**src/ipm_pkg.sv**
```systemverilog
// Package for the idle and power-down mode controller
package ipm_pkg;
  localparam int unsigned POWER_CONTROL_REGISTER_W = 8;
  localparam int unsigned IDLE_BIT = 0;
  localparam int unsigned PDWN_BIT = 1;
  localparam logic [7:0] POWER_CONTROL_REGISTER_RESET = 8'h00;
  localparam int unsigned WAKE_LOW_CYCLES = 1024;
  localparam int unsigned WAKE_CNT_W = 11;

  typedef enum logic [1:0] {
    IPM_RUN = 2'b00,
    IPM_IDLE = 2'b01,
    IPM_PDWN = 2'b10,
    IPM_WAKE = 2'b11
  } ipm_state_t;

  // Strobe pair driven on the external bus
  typedef struct packed {
    logic addr_latch_strobe;
    logic program_store_strobe;
  } ipm_strobe_t;

  // Power control register write from the core
  typedef struct packed {
    logic wr;
    logic [7:0] data;
  } ipm_power_control_register_wr_t;
endpackage : ipm_pkg

```
**src/ipm_ctrl.sv**
```systemverilog
// Idle and power-down mode controller
`timescale 1ns/1ps
`default_nettype none
// Notes on behaviour
// - Setting the idle request bit enters idle mode.
// - Idle freezes the program counter; clock and peripherals keep running.
// - Idle keeps RAM and special registers unchanged.
// - Enabled interrupt or reset ends idle; service start clears idle bit.
// - After service, execution resumes after the idle-entering instruction.
// - Reset in idle or power-down restarts as power-on reset.
// - Setting the power-down request bit enters power-down.
// - Power-down stops the clock; only enabled level external interrupts act.
// - Power-down retains SRAM and special registers.
// - Only level external interrupt or reset ends power-down; clears bit.
// - Low interrupt pin restarts oscillator; must stay low 1024 cycles.
// - Pin returning high runs service, then resumes after entry instruction.
// - Idle holds address latch and program store strobes high.
// - Power-down holds address latch and program store strobes low.
module ipm_ctrl #(
  parameter int unsigned WAKE_CYCLES = ipm_pkg::WAKE_LOW_CYCLES
) (
  input wire logic clk_sys,
  input wire logic rst_n,
  input wire ipm_pkg::ipm_power_control_register_wr_t power_control_register_wr,
  input wire ipm_pkg::ipm_strobe_t core_strobe,
  input wire logic irq_pending,
  input wire logic irq_service_start,
  input wire logic ext_irq_n,
  input wire logic ext_irq_en,
  input wire logic ext_irq_level,
  output logic [7:0] power_control_register,
  output logic cpu_halt,
  output logic clk_gate_off,
  output logic osc_enable,
  output logic wake_irq,
  output ipm_pkg::ipm_strobe_t bus_strobe
);
  import ipm_pkg::*;

  // ==========================================================
  // Pin synchroniser
  logic ext_meta_q;
  logic ext_sync_q;
  always_ff @(posedge clk_sys or negedge rst_n) begin
    if (!rst_n) begin
      ext_meta_q <= 1'b1;
      ext_sync_q <= 1'b1;
    end else begin
      ext_meta_q <= ext_irq_n;
      ext_sync_q <= ext_meta_q;
    end
  end

  // ==========================================================
  // Decode
  ipm_state_t state_q;
  ipm_state_t state_d;
  logic [7:0] power_control_register_q;
  logic [7:0] power_control_register_d;
  logic [WAKE_CNT_W-1:0] cnt_q;
  logic [WAKE_CNT_W-1:0] cnt_d;
  logic wake_q;
  logic wake_d;
  wire logic idle_req = power_control_register_q[IDLE_BIT];
  wire logic pdwn_req = power_control_register_q[PDWN_BIT];
  wire logic lvl_wake = ext_irq_en & ext_irq_level & ~ext_sync_q;
  wire logic cnt_done = (cnt_q >= WAKE_CNT_W'(WAKE_CYCLES - 1));

  // Register update; service start clears both request bits
  always_comb begin
    power_control_register_d = power_control_register_q;
    if (power_control_register_wr.wr) begin
      power_control_register_d = power_control_register_wr.data;
    end
    if (irq_service_start) begin
      power_control_register_d[IDLE_BIT] = 1'b0;
      power_control_register_d[PDWN_BIT] = 1'b0;
    end
  end

  always_comb begin
    state_d = state_q;
    cnt_d = cnt_q;
    wake_d = 1'b0;
    unique case (state_q)
      IPM_RUN: begin
        if (pdwn_req) begin
          state_d = IPM_PDWN;
        end else if (idle_req) begin
          state_d = IPM_IDLE;
        end
      end
      IPM_IDLE: begin
        if (irq_pending) begin
          wake_d = 1'b1;
        end
        if (!idle_req) begin
          state_d = IPM_RUN;
        end
      end
      IPM_PDWN: begin
        cnt_d = '0;
        if (lvl_wake) begin
          state_d = IPM_WAKE;
        end
      end
      IPM_WAKE: begin
        if (!ext_sync_q) begin
          if (!cnt_done) begin
            cnt_d = cnt_q + WAKE_CNT_W'(1);
          end
        end else if (cnt_done) begin
          wake_d = 1'b1;
          if (!pdwn_req) begin
            state_d = IPM_RUN;
          end
        end else begin
          state_d = IPM_PDWN;
        end
      end
    endcase
  end

  // ==========================================================
  // State registers; reset acts as power-on
  always_ff @(posedge clk_sys or negedge rst_n) begin
    if (!rst_n) begin
      state_q <= IPM_RUN;
    end else begin
      state_q <= state_d;
    end
  end

  always_ff @(posedge clk_sys or negedge rst_n) begin
    if (!rst_n) begin
      power_control_register_q <= POWER_CONTROL_REGISTER_RESET;
    end else begin
      power_control_register_q <= power_control_register_d;
    end
  end

  always_ff @(posedge clk_sys or negedge rst_n) begin
    if (!rst_n) begin
      cnt_q <= '0;
    end else begin
      cnt_q <= cnt_d;
    end
  end

  always_ff @(posedge clk_sys or negedge rst_n) begin
    if (!rst_n) begin
      wake_q <= 1'b0;
    end else begin
      wake_q <= wake_d;
    end
  end

  // ==========================================================
  // Output decode
  function automatic logic mode_halts(input ipm_state_t s);
    return (s != IPM_RUN);
  endfunction : mode_halts

  function automatic logic mode_clock_off(input ipm_state_t s);
    return (s == IPM_PDWN) | (s == IPM_WAKE);
  endfunction : mode_clock_off

  function automatic ipm_strobe_t mode_strobes(input ipm_state_t s,
                                               input ipm_strobe_t run_val);
    if (s == IPM_IDLE) begin
      return '1;
    end else if (s == IPM_RUN) begin
      return run_val;
    end
    return '0;
  endfunction : mode_strobes

  wire logic halt_d = mode_halts(state_d);
  wire logic gate_d = mode_clock_off(state_d);
  wire logic osc_d = (state_d != IPM_PDWN);
  wire ipm_strobe_t strobe_d = mode_strobes(state_d, core_strobe);

  // ==========================================================
  // Registered outputs
  always_ff @(posedge clk_sys or negedge rst_n) begin
    if (!rst_n) begin
      cpu_halt <= 1'b0;
    end else begin
      cpu_halt <= halt_d;
    end
  end

  always_ff @(posedge clk_sys or negedge rst_n) begin
    if (!rst_n) begin
      clk_gate_off <= 1'b0;
    end else begin
      clk_gate_off <= gate_d;
    end
  end

  always_ff @(posedge clk_sys or negedge rst_n) begin
    if (!rst_n) begin
      osc_enable <= 1'b1;
    end else begin
      osc_enable <= osc_d;
    end
  end

  always_ff @(posedge clk_sys or negedge rst_n) begin
    if (!rst_n) begin
      bus_strobe <= '1;
    end else begin
      bus_strobe <= strobe_d;
    end
  end

  assign power_control_register = power_control_register_q;
  assign wake_irq = wake_q;
endmodule : ipm_ctrl
`default_nettype wire

```
**config.mk**
```make
export PLATFORM = sky130hd
export DESIGN_NAME = ipm_ctrl
export DESIGN_NICKNAME = d
export VERILOG_FILES = /design/src/ipm_pkg.sv /design/src/ipm_ctrl.sv
export SDC_FILE = /design/constraint.sdc
export NUM_CORES = 1
export LEC_CHECK = 0
export BUFFER_PORTS_ARGS = -buffer_cell sky130_fd_sc_hd__buf_2
export CAP_MARGIN = 20
export CORE_MARGIN = 4
export CORE_UTILIZATION = 50
export CTS_BUF_LIST = sky130_fd_sc_hd__clkbuf_16
export DETAILED_ROUTE_END_ITERATION = 6
export PLACE_DENSITY = 0.75
export SYNTH_ARGS = -nofsm -noshare
export SYNTH_HDL_FRONTEND = slang
export SYNTH_SLANG_ARGS = --single-unit
```
**constraint.sdc**
```tcl
create_clock -name clk_sys -period 2.55 [get_ports clk_sys]
set_input_delay 0.51 -clock clk_sys [delete_from_list [all_inputs] [get_ports clk_sys]]
set_output_delay 0.51 -clock clk_sys [all_outputs]
set_load 0.03 [all_outputs]
```
# == Yosys cells after proc, flatten, opt, wreduce, memory -nomap -nowiden ==
# Cells that the tools add are included.
# word_totals
out_inout_bits,14
word_cells,55
regBits,29
in_bits,18
# op_classes
add_sub_neg,1
n_eq_ne,9
n_lt_le_gt_ge,1
mux,22
n_bitwise,4
n_reduce_logical,6
# ops
operator,n
two-way mux 2 bit,12
two-way mux 11 bit,2
case mux 11 bit (2 select lines),1
adder 11 x 1 -> 11 bit (second input constant),1
>= comparator 11 x 10 -> 1 bit (second input constant),1
== test 2 bit (second input constant),4
case mux 2 bit (4 select lines),1
inequality test 2 bit (second input constant),3
nonzero test 2 bit,3
two-way mux 1 bit,5
== test 2 x 1 -> 1 bit (second input constant),2
zero test 2 bit,2
AND reduction 3 bit,1
bitwise AND 1 bit,2
case mux 1 bit (2 select lines),1
inverter 1 bit,1
bitwise OR 1 bit,1

# == Logic depth before layout (Yosys ltp) ==
# Gate-level depths: netlist of run 1.
# logic_depth
word_depth,8
depth_mapped,5

# == Least setup slack after synthesis of run 1 ==
# OpenSTA, ideal clock, no wires.
# synth_path
kind,reg2reg
from,register cnt_q[0]
to,register cnt_q[3]
path_slack_ns,0.999
n_path_buf,0
setup_time_ns,0.078
t_arrival_ns,1.473
required_ns,2.472
stages_incl_launch_ff,6
cell_sequence,dfrtp_1 -> ha_1 -> a21oi_1 -> o31ai_2 -> or3_1 -> a21oi_1
# synth_via
elab_chain_cells,4
elab_cells_between_ends,7
cone_classes,1 x add/sub; 1 x order compare; 1 x eq/ne; 3 x mux; 1 x reduce/logical
# synth_lines
element,line_no,source
"start, declared",ipm_ctrl.sv:60,logic [WAKE_CNT_W-1:0] cnt_q;
"start signal, assigned",ipm_ctrl.sv:146,cnt_q <= cnt_d;
adder 11 x 1 -> 11 bit,ipm_ctrl.sv:110,cnt_d = cnt_q + WAKE_CNT_W'(1);
two-way mux 11 bit,ipm_ctrl.sv:109,if (!cnt_done) begin
two-way mux 11 bit,ipm_ctrl.sv:108,if (!ext_sync_q) begin
case mux 11 bit (2 select lines),ipm_ctrl.sv:85,unique case (state_q)
# Several ways; a longest one is shown, not always the timed one. The select of a mux whose other input is x is not followed.
# A chain may end at the register's enable or synchronous reset.

# == Final worst setup path of run 1 ==
# layout_path
from,register cnt_q[2]
to,register cnt_q[1]
# layout_via
elab_chain_cells,3
# layout_lines
element,line_no,source
>= comparator 11 x 10 -> 1 bit,ipm_ctrl.sv:67,wire logic cnt_done = (cnt_q >= WAKE_CNT_W'(WAKE_CYCLES - 1));
inequality test 2 bit (no line),--,
AND reduction 3 bit (no line),--,
# No other way between the ends.

==> results of run 1 <==
per-layer routing:
layer	wire length (µm)	up-vias
met2	1310	25
met5	0	-
met4	36	0
met3	119	4
met1	1130	498
li1	-	488
cell families after synthesis:
| logic type | count (synthesis) | synth area share |
|---|---|---|
| simple gates | 38 | 0.166 |
| flops | 29 | 0.538 |
| compound gates | 22 | 0.145 |
| buf+inv | 12 | 0.0414 |
| mux | 11 | 0.0873 |
| xor+xnor | 2 | 0.0129 |
| fa+ha+maj | 1 | 0.00919 |
worst min path at each step:
stage / cells past startpoint / startpoint / slack (ns) / endpoint
CTS: 1 / rst_n / 0.27 / state_q[1]
global placement: 0 / ext_meta_q / 0.35 / ext_sync_q
detailed placement: 0 / ext_meta_q / 0.35 / ext_sync_q
floorplan: 0 / rst_n / 0.21 / clk_gate_off
global route: 1 / rst_n / 0.30 / state_q[0]
finish: 1 / rst_n / 0.26 / cnt_q[2]
final cells by class:
type	count	area, µm²	area share
well taps	30	37.5	0.0221
inverters	8	30.0	0.0176
clock inverters	3	41.3	0.0243
clock buffers	5	125	0.0735
multi-input cells	74	573	0.337
flip-flops and latches	29	732	0.430
repair buffers	32	163	0.0956
cells in the final DEF (no fill, tap or decap), types with 2 or more instances in the layout:
cell,n
dfrtp_1,24
mux2i_1,4
dfstp_2,5
o21ai_0,2
nor2_1,10
nor3_1,2
nor2b_1,3
mux2_2,7
clkbuf_16,5
xnor2_1,2
nand2_1,3
buf_2,31
a21oi_1,3
nand3b_1,2
and4_1,2
o21a_1,2
o2111ai_1,2
o31ai_1,2
nand3_1,3
inv_1,8
or3_1,3
state kept, by name (all words and copies together) (netlist names), 2 cells and up:
name and count:
bus_strobe 2, power_control_register 8, cnt_q 11, state_q 2
stage by stage:
step	hold slack, ns	setup WS (ns)
global placement	0.346	0.891
global route	0.300	0.617
detailed placement	0.353	0.819
finish	0.255	0.819
floorplan	0.214	0.999
CTS	0.269	0.801
power by group through the flow:
stage,registers [mW],clock network [mW],logic [mW]
after floorplan,0.518,0,0.0281
after global placement,0.494,0,0.0895
after detailed placement,0.495,0,0.0919
after CTS,0.488,0.662,0.0919
after global routing,0.490,0.684,0.0987
final,0.487,0.650,0.0901
==> impl_metrics.py, run 1 <==
metrics = {
    "run_status": {
        "status": "complete, no violations",
    },
    "clock_tree": {
        "clkLatencyLatePin_ns": 0.27,
        "cts-root-buf": "clkbuf_16",
        "hold_buffers": 0,
        "clk_pin_slew_worst_paths_ns": 0.05,
        "htreeDepth": 2,
        "clockBufferDepth": 2,
        "cts_buffers": 5,
        "postCtsSetupBuffers": 0,
        "cts_tree": "done",
        "cts_resized": 0,
        "cts_sinks": 29,
    },
    "die": {
        "dieWidth_um": 60.2,
        "initial_utilization": 0.535,
        "die_h_um": 60.2,
        "fp.dieArea_um2": 3620,
        "coreArea_um2": 2540,
        "ios": 32,
        "rows": 18,
    },
    "global_route": {
        "grt_max_degree": 30,
        "met2_usage": 0.273,
        "grt_pass1_vias": 1059,
        "busiest_layer": "met2",
        "grt_usage": 0.172,
        "gr-total-overflow": 0,
        "antenna_found_initial": 0,
        "grt_pass1_wl_mm": 4.53,
        "met3_usage": 0.0497,
        "met1_usage": 0.208,
    },
    "synthesis": {
        "ys_ff_latch": 29,
        "synth_top_area_frac": 0.441,
        "synth_common_cells": "24 x dfrtp_1, 10 x nor2_1, 8 x inv_1",
        "yosysWarningCount": 0,
        "synth_edf_count": 0,
        "synth_area_um2": 1360,
        "syn_nets": 134,
        "synth_cell_types": 44,
        "synth_ff_type": "dfrtp_1",
        "syn_avg_cell_area_um2": 11.8,
        "syn_inst": 115,
        "synthTopCellsByArea": "dfrtp_1 44%, dfstp_2 9.7%, mux2_2 5.8%, mux2i_1 2.9%, nor2_1 2.8%",
        "yosysSeqAreaShare": 0.538,
        "synth.largest_area_cell": "dfrtp_1",
        "synth_most_common_cell": "dfrtp_1",
        "synth_async_sr_flop_share": 1.00,
    },
    "critical_path": {
        "path_buf_inv": 0,
        "path_delay_family": "compound AO/OA/AOI/OAI gates",
        "worstSetupPathType": "reg2reg",
        "crit_end": "cnt_q[1]",
        "r2r_cells": 4,
        "crit_slowest_cell": "dfrtp_1",
        "critPathMaxStageDelay_ns": 0.53,
        "reg2reg_setup_slack_ns": 0.82,
        "required_ns": 2.69,
        "path_max_fanout": 8,
        "end_kind": "flip-flop",
        "r2r-start": "cnt_q[2]",
        "crit_cells": 4,
        "worstSetupStartpoint": "cnt_q[2]",
        "crit_arrival_ns": 1.88,
        "cp_cell_sequence": "nand4_2 > o31ai_2 > mux2i_1 > o22ai_1",
        "rr_endpoint": "cnt_q[1]",
        "startpoint_type": "flip-flop",
    },
    "detailed_routing": {
        "drt_iter0_drc": 15,
        "vias_per_cell": 5.61,
        "wl_per_cell_um": 14.4,
        "drc": 0,
        "drtPass1Iterations": 4,
        "ant_nets": 0,
        "vias": 1015,
        "wl_mm": 2.60,
    },
    "power_and_ir_drop": {
        "combPwrFrac": 0.073,
        "vdd_drop_max_mv": 0.580,
        "fin_total_pwr_mw": 1.23,
        "cellPowerDensity_nw_per_um2": 722,
        "p_sw_mw": 0.260,
        "p_leak_nw": 0.737,
        "p_int_mw": 0.968,
        "seq_power_share": 0.397,
        "clkPwrFrac": 0.530,
        "switching_share": 0.212,
    },
    "layout": {
        "fillers": 192,
        "final_nets": 169,
        "instances_no_fill": 181,
        "area_growth_pct": 25.0,
        "final_util": 0.669,
        "diodes": 0,
        "stdcell_area_um2": 1700,
        "final_layout_size_suffix_gt1_frac": 0.377,
    },
    "sta": {
        "maxSlewHeadroom": 0.584,
        "finClkSkew_ns": 0.00374,
        "finalCritPeriodShare": 0.679,
        "fin_tns_setup_ns": 0,
        "drv_slew": 0,
        "fmax_ghz": 0.578,
        "final-hold-violation-count": 0,
        "tightest_slew_ns": 0.624,
        "rsz0062_at_grt": "no",
        "period_needed_ns": 1.73,
        "finalSetupViolations": 0,
    },
    "placed_design": {
        "hpwl_mm": 1.92,
        "gp_congestion": 0.824,
        "dp_cells": 173,
        "io_buffers": 31,
        "post_dp_cell_area_um2": 1540,
    },
    "min_path": {
        "hold_path.class": "in2async",
    },
    "job": {
        "maxCapViolCount": 0,
    },
}
No activity file was read; power rests on OpenSTA's default activity.
==> run 2, diff against run 1 <==
CORE_UTILIZATION = 47   (was 50)
PLACE_DENSITY = 0.74   (was 0.75)
clock period = 1.5 ns   (was 2.55 ns; I/O delays follow)
==> run 2 against run 1 <==
  * The run now ends with negative setup slack left
  * Cell count up 14%
  * Clock skew hardly changed
  * Power grew 60%
  * Register-to-register slack got worse by 0.94 ns
  * Combinational power rose by 100%
  * Wire length is 34% higher
  * Critical path depth did not move
  * Sequential share of layout area shrank 6.1 points
  * First-iteration DRC count grew 130%
  * Critical path type unchanged
  * Critical endpoint is now cnt_q[8]
==> impl_metrics.py, run 2 (synthesized netlist as in run 1, its figures left out) <==
metrics = {
    "detailed_routing": {
        "drc": 0,
        "vias_per_cell": 5.57,
        "drtPass1Iterations": 4,
        "drt_iter0_drc": 34,
        "wl_per_cell_um": 16.8,
        "wl_mm": 3.48,
        "vias": 1153,
        "ant_nets": 0,
    },
    "critical_path": {
        "end_kind": "flip-flop",
        "crit_slowest_cell": "dfrtp_1",
        "crit_arrival_ns": 1.78,
        "cp_cell_sequence": "buf_4 > nor4bb_1 > o2111ai_1 > a311o_1",
        "worstSetupPathType": "reg2reg",
        "required_ns": 1.65,
        "worstSetupStartpoint": "cnt_q[10]",
        "path_max_fanout": 4,
        "reg2reg_setup_slack_ns": -0.12,
        "r2r-start": "cnt_q[10]",
        "r2r_cells": 4,
        "critPathMaxStageDelay_ns": 0.41,
        "startpoint_type": "flip-flop",
        "rr_endpoint": "cnt_q[8]",
        "crit_end": "cnt_q[8]",
    },
    "power_and_ir_drop": {
        "cellPowerDensity_nw_per_um2": 992,
        "fin_total_pwr_mw": 1.97,
        "p_int_mw": 1.50,
        "combPwrFrac": 0.092,
        "p_leak_nw": 0.870,
        "switching_share": 0.239,
        "p_sw_mw": 0.471,
        "clkPwrFrac": 0.487,
        "seq_power_share": 0.421,
        "vdd_drop_max_mv": 1.29,
    },
    "clock_tree": {
        "htreeDepth": 2,
        "cts-root-buf": "clkbuf_16",
        "cts_buffers": 5,
        "cts_tree": "done",
        "clkLatencyLatePin_ns": 0.27,
        "clk_pin_slew_worst_paths_ns": 0.05,
        "clockBufferDepth": 2,
        "cts_sinks": 29,
    },
    "sta": {
        "drv_slew": 0,
        "final-hold-violation-count": 0,
        "whs_ns": 0.0326,
        "finClkSkew_ns": 0.00416,
        "timing.final.ws_setup_ns": -0.123,
        "tightest_slew_ns": 0.607,
        "maxSlewHeadroom": 0.595,
        "rsz0062_at_grt": "yes",
        "finalSetupViolations": 4,
        "fmax_ghz": 0.616,
        "fin_tns_setup_ns": -0.211,
        "period_needed_ns": 1.62,
        "finalCritPeriodShare": 1.08,
    },
    "global_route": {
        "grt_pass1_wl_mm": 5.13,
        "grt_max_degree": 30,
        "grt_pass1_vias": 1168,
        "grt_usage": 0.189,
        "antenna_found_initial": 0,
        "gr-total-overflow": 0,
    },
    "layout": {
        "area_growth_pct": 45.7,
        "fillers": 179,
        "mostFrequentLayoutCells": "31 x buf_2, 24 x dfrtp_1, 23 x buf_4",
        "final_nets": 194,
        "final_layout_size_suffix_gt1_frac": 0.534,
        "instances_no_fill": 207,
        "largest_reg_flops": 11,
        "largest_register": "cnt_q",
        "diodes": 0,
        "final_common_cell": "buf_2",
    },
    "die": {
        "die_h_um": 61.8,
        "coreArea_um2": 2760,
        "dieWidth_um": 61.8,
        "rows": 19,
        "fp.dieArea_um2": 3820,
        "ios": 32,
        "initial_utilization": 0.494,
    },
    "placed_design": {
        "gp_congestion": 0.889,
        "pre_cts_slack_ns": -0.0886,
        "io_buffers": 31,
        "dp_cells": 191,
        "hpwl_mm": 2.14,
    },
    "min_path": {
        "hold_path.class": "in2async",
    },
    "run_status": {
        "status": "complete, but fails checks",
        "violations": "negative setup slack",
    },
    "job": {
        "maxCapViolCount": 0,
    },
}
-- run 2: worst min path at each step --
stage / slack, ns / startpoint / endpoint / cells after the start
2_1_floorplan: 0.004 / rst_n / clk_gate_off / 0
3_5_place_dp: 0.35 / rst_n / cnt_q[5] / 1
4_1_cts: 0.07 / rst_n / cnt_q[5] / 1
3_3_place_gp: 0.35 / rst_n / cnt_q[5] / 1
5_1_grt: 0.09 / rst_n / cnt_q[3] / 1
6_report: 0.03 / rst_n / cnt_q[3] / 1
-- run 2: layout make-up --
| cell class | instances | area (µm²) | share of cell area |
|---|---|---|---|
| clock buffer | 5 | 125 | 0.0631 |
| clock inverter | 3 | 22.5 | 0.0114 |
| inverter | 8 | 30.0 | 0.0151 |
| multi-input combinational | 74 | 673 | 0.339 |
| sequential | 29 | 732 | 0.369 |
| tap | 31 | 38.8 | 0.0196 |
| timing repair buffer | 57 | 362 | 0.182 |
-- run 2: critical path, delay by kind of cell, from the launching register on --
family / cells / cell delay [ns]
buffers and inverters: 1 / 0.14
flip-flops: 1 / 0.41
AO/OA/AOI/OAI: 2 / 0.59
AND/OR/NAND/NOR: 1 / 0.36
-- run 2: metal layers --
layer	vias to the layer above	wire length, µm	GRT usage
met1	563	1310	0.200
met2	47	1890	0.341
met4	0	42	0.0727
met5	-	0	0
met3	6	235	0.0702
li1	537	-	-
-- run 2: power groups by stage --
stage / Sequential (mW) / Clock (mW) / Combinational [mW]
floorplan: 0.880 / 0 / 0.0479
global placement: 0.836 / 0 / 0.159
detailed placement: 0.838 / 0 / 0.163
CTS: 0.827 / 0.967 / 0.169
global route: 0.831 / 1.01 / 0.195
finish: 0.828 / 0.958 / 0.181
-- run 2: what timing repair did --
action	in CTS	in global routing
resized for setup	6	15
hold buffers	0	0
setup buffers	1	7
endpoints found under the setup margin	7	12
pin swaps	2	9
-- run 2: metrics by stage --
step / util / cell area, µm²
global route: 0.719 / 1980
finish: 0.719 / 1980
CTS: 0.678 / 1870
global placement: 0.605 / 1670
floorplan: - / 1370
detailed placement: 0.605 / 1670
